===== config.mk =====
export PLATFORM = sky130hd
export DESIGN_NAME = pmcv_phy_mii_control_view
export DESIGN_NICKNAME = d
export VERILOG_FILES = /design/src/design/pmcv_pkg.sv /design/src/design/pmcv_phy_mii_control_view.sv /design/src/design/pmcv_sync.sv
export SDC_FILE = /design/constraint.sdc
export NUM_CORES = 1
export LEC_CHECK = 0
export BUFFER_PORTS_ARGS = -buffer_cell sky130_fd_sc_hd__buf_4
export CORE_MARGIN = 2
export CORE_UTILIZATION = 45
export CTS_BUF_LIST = sky130_fd_sc_hd__clkbuf_16
export DETAILED_ROUTE_END_ITERATION = 12
export PLACE_DENSITY = 0.78
export SKIP_LAST_GASP = 1
export SLEW_MARGIN = 10
export SYNTH_ARGS = -nofsm -noshare
export SYNTH_HDL_FRONTEND = slang
export SYNTH_SLANG_ARGS = --single-unit

===== constraint.sdc =====
create_clock -name clk -period 1.7 [get_ports clk]
set_clock_uncertainty 0.1 [all_clocks]
set_input_delay 0.34 -clock clk [delete_from_list [all_inputs] [get_ports clk]]
set_output_delay 0.34 -clock clk [all_outputs]
set_load 0.01 [all_outputs]

===== src/design/pmcv_pkg.sv =====
// package: offsets, field positions, reset values and carriers for the phy control view
`default_nettype none
package pmcv_pkg;
  // register byte offsets
  localparam logic [11:0] PMCV_OFS_PARTNER = 12'h056;
  localparam logic [11:0] PMCV_OFS_CONTROL = 12'h058;
  // partner ability field positions
  localparam int PMCV_LP_PAUSE  = 10;
  localparam int PMCV_LP_100FD  = 8;
  localparam int PMCV_LP_100HD  = 7;
  localparam int PMCV_LP_10FD   = 6;
  localparam int PMCV_LP_10HD   = 5;
  // status source bit positions
  localparam int PMCV_ST_PAUSE  = 4;
  // low field of partner ability reads constant one
  localparam logic [15:0] PMCV_PARTNER_CONST = 16'h0001;
  // control field positions
  localparam int PMCV_CT_LOOP    = 14;
  localparam int PMCV_CT_F100    = 13;
  localparam int PMCV_CT_ANEN    = 12;
  localparam int PMCV_CT_PDOWN   = 11;
  localparam int PMCV_CT_RESTART = 9;
  localparam int PMCV_CT_FDUP    = 8;
  localparam int PMCV_CT_XALG    = 5;
  localparam int PMCV_CT_FXOVER  = 4;
  localparam int PMCV_CT_NOXOVER = 3;
  localparam int PMCV_CT_RSV2    = 2;
  localparam int PMCV_CT_TXOFF   = 1;
  localparam int PMCV_CT_RSV0    = 0;
  // writable bits of the control register: 14,13,12,11,9,8,5,4,3,1
  // restart (9) and loopback (14) must be in here or a write can never set them
  localparam logic [15:0] PMCV_CT_WMASK   = 16'h7b3a;
  // control value after reset
  localparam logic [15:0] PMCV_CT_RESET   = 16'h3120;

  // steering bundle to the port-2 phy
  typedef struct packed {
    logic farLoop;
    logic force100;
    logic anEnable;
    logic powerDown;
    logic anRestart;
    logic fullDuplex;
    logic xoverAlgo;
    logic forceCross;
    logic xoverOff;
    logic txDisable;
  } pmcv_phy_ctl_s;
endpackage
`default_nettype wire


===== src/design/pmcv_phy_mii_control_view.sv =====
// top: partner ability and port-2 basic control registers with phy steering
//
// The strobed register port was decided locally.
`default_nettype none
module pmcv_phy_mii_control_view (
  input  wire logic                    clk,               // 25 MHz system clock
  input  wire logic                    reset,             // async, active high
  input  wire logic [11:0]             regAddr,           // byte address
  input  wire logic [15:0]             regWrData,         // write data
  input  wire logic                    regWrite,          // write strobe
  input  wire logic                    regRead,           // read strobe
  output logic      [15:0]             regRdData,         // read data, one cycle later
  input  wire logic [4:0]              port1StatusRaw,    // port-1 status bits 4..0 from phy
  input  wire logic                    anRestartDone,     // phy took the restart request
  output pmcv_pkg::pmcv_phy_ctl_s      phyCtl,            // steering to port-2 phy
  output logic                         loopPort1Pairs,    // port-1 pairs looped at port 2
  output logic                         port2Speed100,     // forced speed, 1 = 100
  output logic                         port2FullDuplex,   // duplex when forced or failed
  output logic                         port2TxEnable      // transmitter on
);
  // all state in one packed struct
  typedef struct packed {
    logic [15:0]             rdData;      // read answer
    logic [4:0]              partnerSeen; // captured partner ability from status
    pmcv_pkg::pmcv_phy_ctl_s ctl;         // control bits
    logic                    loopOut;     // loopback request
    logic                    speedOut;    // forced speed
    logic                    duplexOut;   // duplex choice
    logic                    txEnOut;     // transmitter enable
  } pmcv_top_s;

  pmcv_top_s   state;        // registered state
  pmcv_top_s   next_state;   // next value
  logic [4:0]  statusSync;   // status bits after the synchroniser
  logic [15:0] partnerWord;  // assembled partner register
  logic [15:0] controlWord;  // assembled control register
  logic [15:0] ctlMerged;    // control after a write

  // phy status arrives from the analogue side, so settle it first
  pmcv_sync #(
    .WIDTH (5)
  ) uStatusSync (
    .clk     (clk),
    .reset   (reset),
    .asyncIn (port1StatusRaw),
    .syncOut (statusSync)
  );

  // partner ability: read-only image of the status bits
  always_comb begin
    partnerWord = pmcv_pkg::PMCV_PARTNER_CONST;
    partnerWord[pmcv_pkg::PMCV_LP_PAUSE] = state.partnerSeen[pmcv_pkg::PMCV_ST_PAUSE];
    partnerWord[pmcv_pkg::PMCV_LP_100FD] = state.partnerSeen[3];
    partnerWord[pmcv_pkg::PMCV_LP_100HD] = state.partnerSeen[2];
    partnerWord[pmcv_pkg::PMCV_LP_10FD]  = state.partnerSeen[1];
    partnerWord[pmcv_pkg::PMCV_LP_10HD]  = state.partnerSeen[0];
  end

  // control register image; unsupported bits stay zero
  always_comb begin
    controlWord = 16'h0000;
    controlWord[pmcv_pkg::PMCV_CT_LOOP]    = state.ctl.farLoop;
    controlWord[pmcv_pkg::PMCV_CT_F100]    = state.ctl.force100;
    controlWord[pmcv_pkg::PMCV_CT_ANEN]    = state.ctl.anEnable;
    controlWord[pmcv_pkg::PMCV_CT_PDOWN]   = state.ctl.powerDown;
    controlWord[pmcv_pkg::PMCV_CT_RESTART] = state.ctl.anRestart;
    controlWord[pmcv_pkg::PMCV_CT_FDUP]    = state.ctl.fullDuplex;
    controlWord[pmcv_pkg::PMCV_CT_XALG]    = state.ctl.xoverAlgo;
    controlWord[pmcv_pkg::PMCV_CT_FXOVER]  = state.ctl.forceCross;
    controlWord[pmcv_pkg::PMCV_CT_NOXOVER] = state.ctl.xoverOff;
    controlWord[pmcv_pkg::PMCV_CT_TXOFF]   = state.ctl.txDisable;
    // a write replaces only the writable bits
    ctlMerged = (controlWord & ~pmcv_pkg::PMCV_CT_WMASK)
              | (regWrData & pmcv_pkg::PMCV_CT_WMASK);
  end

  // next-state logic: bus, self-clearing restart, derived outputs
  always_comb begin
    next_state = state;
    next_state.partnerSeen = statusSync;
    // restart clears once the phy has taken it
    if (anRestartDone) begin
      next_state.ctl.anRestart = 1'b0;
    end
    // register write
    if (regWrite && regAddr == pmcv_pkg::PMCV_OFS_CONTROL) begin
      next_state.ctl.farLoop    = ctlMerged[pmcv_pkg::PMCV_CT_LOOP];
      next_state.ctl.force100   = ctlMerged[pmcv_pkg::PMCV_CT_F100];
      next_state.ctl.anEnable   = ctlMerged[pmcv_pkg::PMCV_CT_ANEN];
      next_state.ctl.powerDown  = ctlMerged[pmcv_pkg::PMCV_CT_PDOWN];
      next_state.ctl.fullDuplex = ctlMerged[pmcv_pkg::PMCV_CT_FDUP];
      next_state.ctl.xoverAlgo  = ctlMerged[pmcv_pkg::PMCV_CT_XALG];
      next_state.ctl.forceCross = ctlMerged[pmcv_pkg::PMCV_CT_FXOVER];
      next_state.ctl.xoverOff   = ctlMerged[pmcv_pkg::PMCV_CT_NOXOVER];
      next_state.ctl.txDisable  = ctlMerged[pmcv_pkg::PMCV_CT_TXOFF];
      // a written one sets restart and beats the done clear; zero leaves it
      if (ctlMerged[pmcv_pkg::PMCV_CT_RESTART]) begin
        next_state.ctl.anRestart = 1'b1;
      end
    end
    // read answer: partner read-only, writes to it ignored
    if (regRead) begin
      case (regAddr)
        pmcv_pkg::PMCV_OFS_PARTNER: next_state.rdData = partnerWord;
        pmcv_pkg::PMCV_OFS_CONTROL: next_state.rdData = controlWord;
        default:                    next_state.rdData = 16'h0000;            // unmapped
      endcase
    end else begin
      next_state.rdData = 16'h0000;                                           // only valid one cycle
    end
    // derived steering, registered so outputs come from flops
    next_state.loopOut   = next_state.ctl.farLoop;
    next_state.speedOut  = next_state.ctl.force100;
    // forced duplex used when negotiation is off; phy also uses it on failure
    next_state.duplexOut = next_state.ctl.fullDuplex;
    // powered-down phy does not transmit either
    next_state.txEnOut   = ~next_state.ctl.txDisable & ~next_state.ctl.powerDown;
  end

  // state registers with documented reset values
  always_ff @(posedge clk or posedge reset) begin
    if (reset) begin
      state                <= '0;
      state.ctl.force100   <= 1'b1;
      state.ctl.anEnable   <= 1'b1;
      state.ctl.fullDuplex <= 1'b1;
      state.ctl.xoverAlgo  <= 1'b1;
      state.speedOut       <= 1'b1;
      state.duplexOut      <= 1'b1;
      state.txEnOut        <= 1'b1;
    end else begin
      state <= next_state;
    end
  end

  // outputs straight from flops
  assign regRdData       = state.rdData;
  assign phyCtl          = state.ctl;
  assign loopPort1Pairs  = state.loopOut;
  assign port2Speed100   = state.speedOut;
  assign port2FullDuplex = state.duplexOut;
  assign port2TxEnable   = state.txEnOut;
endmodule
`default_nettype wire


===== src/design/pmcv_sync.sv =====
// two-flop synchroniser for a bus of levels
`default_nettype none
module pmcv_sync #(
  parameter int WIDTH = 5
) (
  input  wire logic             clk,
  input  wire logic             reset,
  input  wire logic [WIDTH-1:0] asyncIn,
  output logic      [WIDTH-1:0] syncOut
);
  // all state in one packed struct
  typedef struct packed {
    logic [WIDTH-1:0] stage1;  // first flop, read only by stage2
    logic [WIDTH-1:0] stage2;  // settled copy
  } pmcv_sync_s;

  pmcv_sync_s state;       // registered state
  pmcv_sync_s next_state;  // next value

  // shift the bus one stage per edge
  always_comb begin
    next_state.stage1 = asyncIn;
    next_state.stage2 = state.stage1;
  end

  // registers, cleared on reset
  always_ff @(posedge clk or posedge reset) begin
    if (reset) begin
      state <= '0;
    end else begin
      state <= next_state;
    end
  end

  assign syncOut = state.stage2;
endmodule
`default_nettype wire


# --- Word-level counts from Yosys, hierarchy flattened ---
# Index checks and enable logic that the tools add are counted.
word_totals:
  ff_bits: 42
  input_bits: 38
  output_inout_bits: 30
op_classes:
  eq_ne: 2
  muxes: 5
  bitwise: 3
  reduce_logical: 1
ops:
  columns: ["op", "n"]
  rows:
  - ["case mux 15 bit (2 select lines)", 1]
  - ["== test 12 x 7 -> 1 bit, second input constant", 2]
  - ["2-to-1 mux 16 bit", 1]
  - ["2-to-1 mux 7 bit", 1]
  - ["2-to-1 mux 1 bit", 2]
  - ["inverter 1 bit", 2]
  - ["AND 1 bit", 1]
  - ["logical AND 1 bit", 1]

# --- Depth between registers and ports, before layout ---
depth:
  word_depth: 5
  mapped_depth: 4
  ltp_nobuf: 3

# --- By module ---
# Synthesis repeated with hierarchy kept, for this count alone.
hier_totals:
  cells_unflattened: 92
  hier_area_um2: 1426.4
by_module_without_submodules:
  columns: ["mod", "n_inst", "cells_each", "area_per_inst_um2", "seq_area_each_um2"]
  rows:
  - ["pmcv_phy_mii_control_view", 1, 81, 1172.4, 757.0]
  - ["pmcv_sync", 1, 11, 254.0, 250.2]

# --- Worst setup path after synthesis ---
# Ideal clock, no wire load.
synth_path:
  path_type: "input -> register"
  from: "input regAddr[9]"
  to: "register state, in the netlist loopPort1Pairs"
  setup_ps: 125
  t_arrival_ps: 1853
  slack_ps: -378
  path_stages: 4
  path_buffers: 1
  path_cell_list: "or4_4 > or4_4 > buf_6 > mux2_4"
synth_via:
  elab_chain_len: 2
synth_rtl:
  columns: ["item", "line", "text"]
  rows:
  - ["from (decl)", "pmcv_phy_mii_control_view.sv:8", "input wire logic [11:0] regAddr,"]
  - ["== test 12 x 7 -> 1 bit", "pmcv_phy_mii_control_view.sv:86", "if (regWrite && regAddr == pmcv_pkg::PMCV_OFS_CONTROL) begin"]
  - ["logical AND 1 bit", "pmcv_phy_mii_control_view.sv:86", null]
  - ["to (signal assigned)", "pmcv_phy_mii_control_view.sv:132", "state <= next_state;"]
  - ["to (decl)", "pmcv_phy_mii_control_view.sv:32", "pmcv_top_s state;"]
# No other way between the ends.
# A chain may end at the register's enable or synchronous reset.

==> reports/qor.yml <==
worst_setup_path:
  critPathKind: "in -> reg"
  reg2regPathDepth: 2
  cp_data_required_time_ns: 1.76
  crit_path_end_kind: "flop"
  cp-start-kind: "input pin"
  cp.arrival_ns: 1.83
  crit_fanout: 6
timing:
  final-setup-viol-count: 7
  rsz0062_at_grt: "true"
  final.min_clock_period_ns: 1.77
  setup_ws_ns: -0.0714
  hold_ws_ns: 0.0667
  timing.final.crit_share: 1.04
  finalMaxSlewViolations: 0
  fmax_mhz: 565
  hold_viol: 0
clock_network:
  path_clk_slew_ns: 0.05
  numCtsBuffers: 5
  cts_buffer_depth: 2
  cts_sinks: 40
  cts_tree: "built"
  clock_latency_ns: 0.27
  cts_setup_buffers: 0
  htree_levels: 2
  cts-root-buf: "clkbuf_16"
placement:
  gp_congestion: 0.772
  place_ws_ns: -0.407
  placed_area_um2: 1940
  dp_hpwl_um: 2120
  io_buffers: 59
grt:
  grt_pass1_wl_um: 4440
  overflow: 0
  grt_pass1_vias: 949
  grt_start_max_net_pins: 29
  grt_use_total: 0.181
  antenna_found_initial: 0
route:
  drt_iter0_markers: 29
  drt_pass1_iterations: 4
  wl_per_cell_um: 14.7
  wl_um: 3040
  drtAntennaViolNets: 0
  viasPerCell: 4.49
  drc: 0
  num_vias: 929
floorplanning:
  initial_utilization: 0.470
  die_h_um: 60.2
  rows: 20
  dieArea_um2: 3630
  die-width_um: 60.2
  io_pins: 68
  coreArea_um2: 3030
pwr:
  ir_drop_v: 0.000749
  leakage_uw: 0.00111
  finalPower_uw: 2110
  powerDensity_nw_per_um2: 983
yosys:
  postSynthCellCount: 91
  yosysSeqAreaShare: 0.708
  yosysTopAreaCellShare: 0.616
  yosysTopAreaCell: "dfrtp_1"
  ys.warnings.count: 0
  yosys.cell_types.count: 20
  ys_ff_latch: 40
  synth.area.top_cells: "dfrtp_1 62%, mux2_4 9.5%, dfstp_2 9.2%"
  synth_area_per_cell_um2: 15.6
  syn_area_um2: 1420
min_path:
  hold_depth: 1
  min_path_type: "in -> reg"
final_layout:
  n_antenna_cell: 0
  finalCoreUtilization: 0.709
  drive_above_1_share: 0.577
  area_growth_pct: 50.8
  nNetsFinal: 200
  n_fill_cell: 202
  final_area_um2: 2150
run_status:
  violations: "setup timing"
  outcome: "finished with violations"
flow_run:
  maxCapViolCount: 0
-- timing repair --
action	4_1_cts	5_1_grt
gates cloned	1	0
gates resized for setup	3	3
endpoints found under the hold margin	12	0
pin swaps	3	3
hold buffers	1	0
setup endpoints to repair	10	11
-- power breakdown --
group / internal, uW / switching, uW / leakage [uW] / total [uW]
registers: 973 / 5.51 / 0.000506 / 978
clock network: 681 / 336 / 0.0000789 / 1020
logic: 68.7 / 45.5 / 0.000520 / 114
total: 1720 / 387 / 0.00111 / 2110
-- layer usage --
metal,vias up,routed length [um],global-route usage
li1,441,-,-
met5,-,0,0
met2,41,1610,0.280
met3,11,209,0.0736
met4,0,100,0.121
met1,436,1120,0.206
-- flip-flops by register name, summed over array words and instances (netlist names) --
name / flops
phyCtl: 7
port2Speed100: 1
partnerWord: 5
loopPort1Pairs: 1
uStatusSync.syncOut: 5
port2FullDuplex: 1
regRdData: 14
uStatusSync.next_state: 5
port2TxEnable: 1
-- Yosys cell counts, drive strengths merged --
cell,instances
a22oi,2
and2,10
and3b,1
buf,6
conb,1
dfrtp,35
dfstp,5
inv,3
mux2,10
nand3b,3
nor2,5
nor3,1
nor3b,1
nor4,2
o22ai,1
or3,1
or3b,2
or4,2
-- critical path: stages --
cell and delay (ns):
buf_6 0.09, or4_4 0.55, or4_4 0.52, mux2_4 0.33
-- placed cells by master, fill, tap and decap left out --
cell type	n
buf_4	63
dfrtp_1	35
and2_1	10
mux2_4	9
nor2_1	5
clkbuf_16	5
dfstp_2	5
buf_6	4
nand3b_1	3
or4_4	3
inv_1	3
or3b_4	2
a22oi_1	2
conb_1	2
clkinv_1	2
nor4_2	1
nor4_1	1
or3_1	1
nor3_1	1
nor3b_1	1
and3b_1	1
o22ai_1	1
mux2_2	1
bufinv_16	1
dlygate4sd3_1	1
-- logic make-up after synthesis --
logic type,count (synthesis),synth area share
flops,40,0.708
simple gates,28,0.129
mux,10,0.103
buf+inv,9,0.0422
compound gates,3,0.0150
other cells,1,0.00264
-- path summary, 6_finish.rpt --
path                                   startpoint                        end  slack [ns]
min in group asynchronous                   reset            partnerWord[10]        0.53
hold reg to reg            uStatusSync.syncOut[1]             partnerWord[6]        0.24
setup / recovery                       regAddr[9]                  phyCtl[6]       -0.07
hold / removal                  port1StatusRaw[0]  uStatusSync.next_state[0]        0.07
max in group asynchronous                   reset                  phyCtl[7]        0.59
setup reg to reg                  port2FullDuplex               regRdData[8]        0.78
-- cell type report --
type / instances / area, um2 / area share
clock buffers: 5 / 125 / 0.0583
clock inverters: 3 / 37.5 / 0.0175
inverters: 3 / 11.3 / 0.00525
multi-input cells: 44 / 382 / 0.178
flip-flops and latches: 40 / 1010 / 0.469
well taps: 44 / 55.1 / 0.0257
repair buffers: 68 / 528 / 0.246
-- metrics by stage --
step                instances  TNS [ns]
floorplan                  92     -2.50
global placement          197     -5.81
detailed placement        197     -6.17
CTS                       207    -0.679
global route              207    -0.416
finish                    207    -0.371
Note: power is estimated with default switching activity, not from simulation.
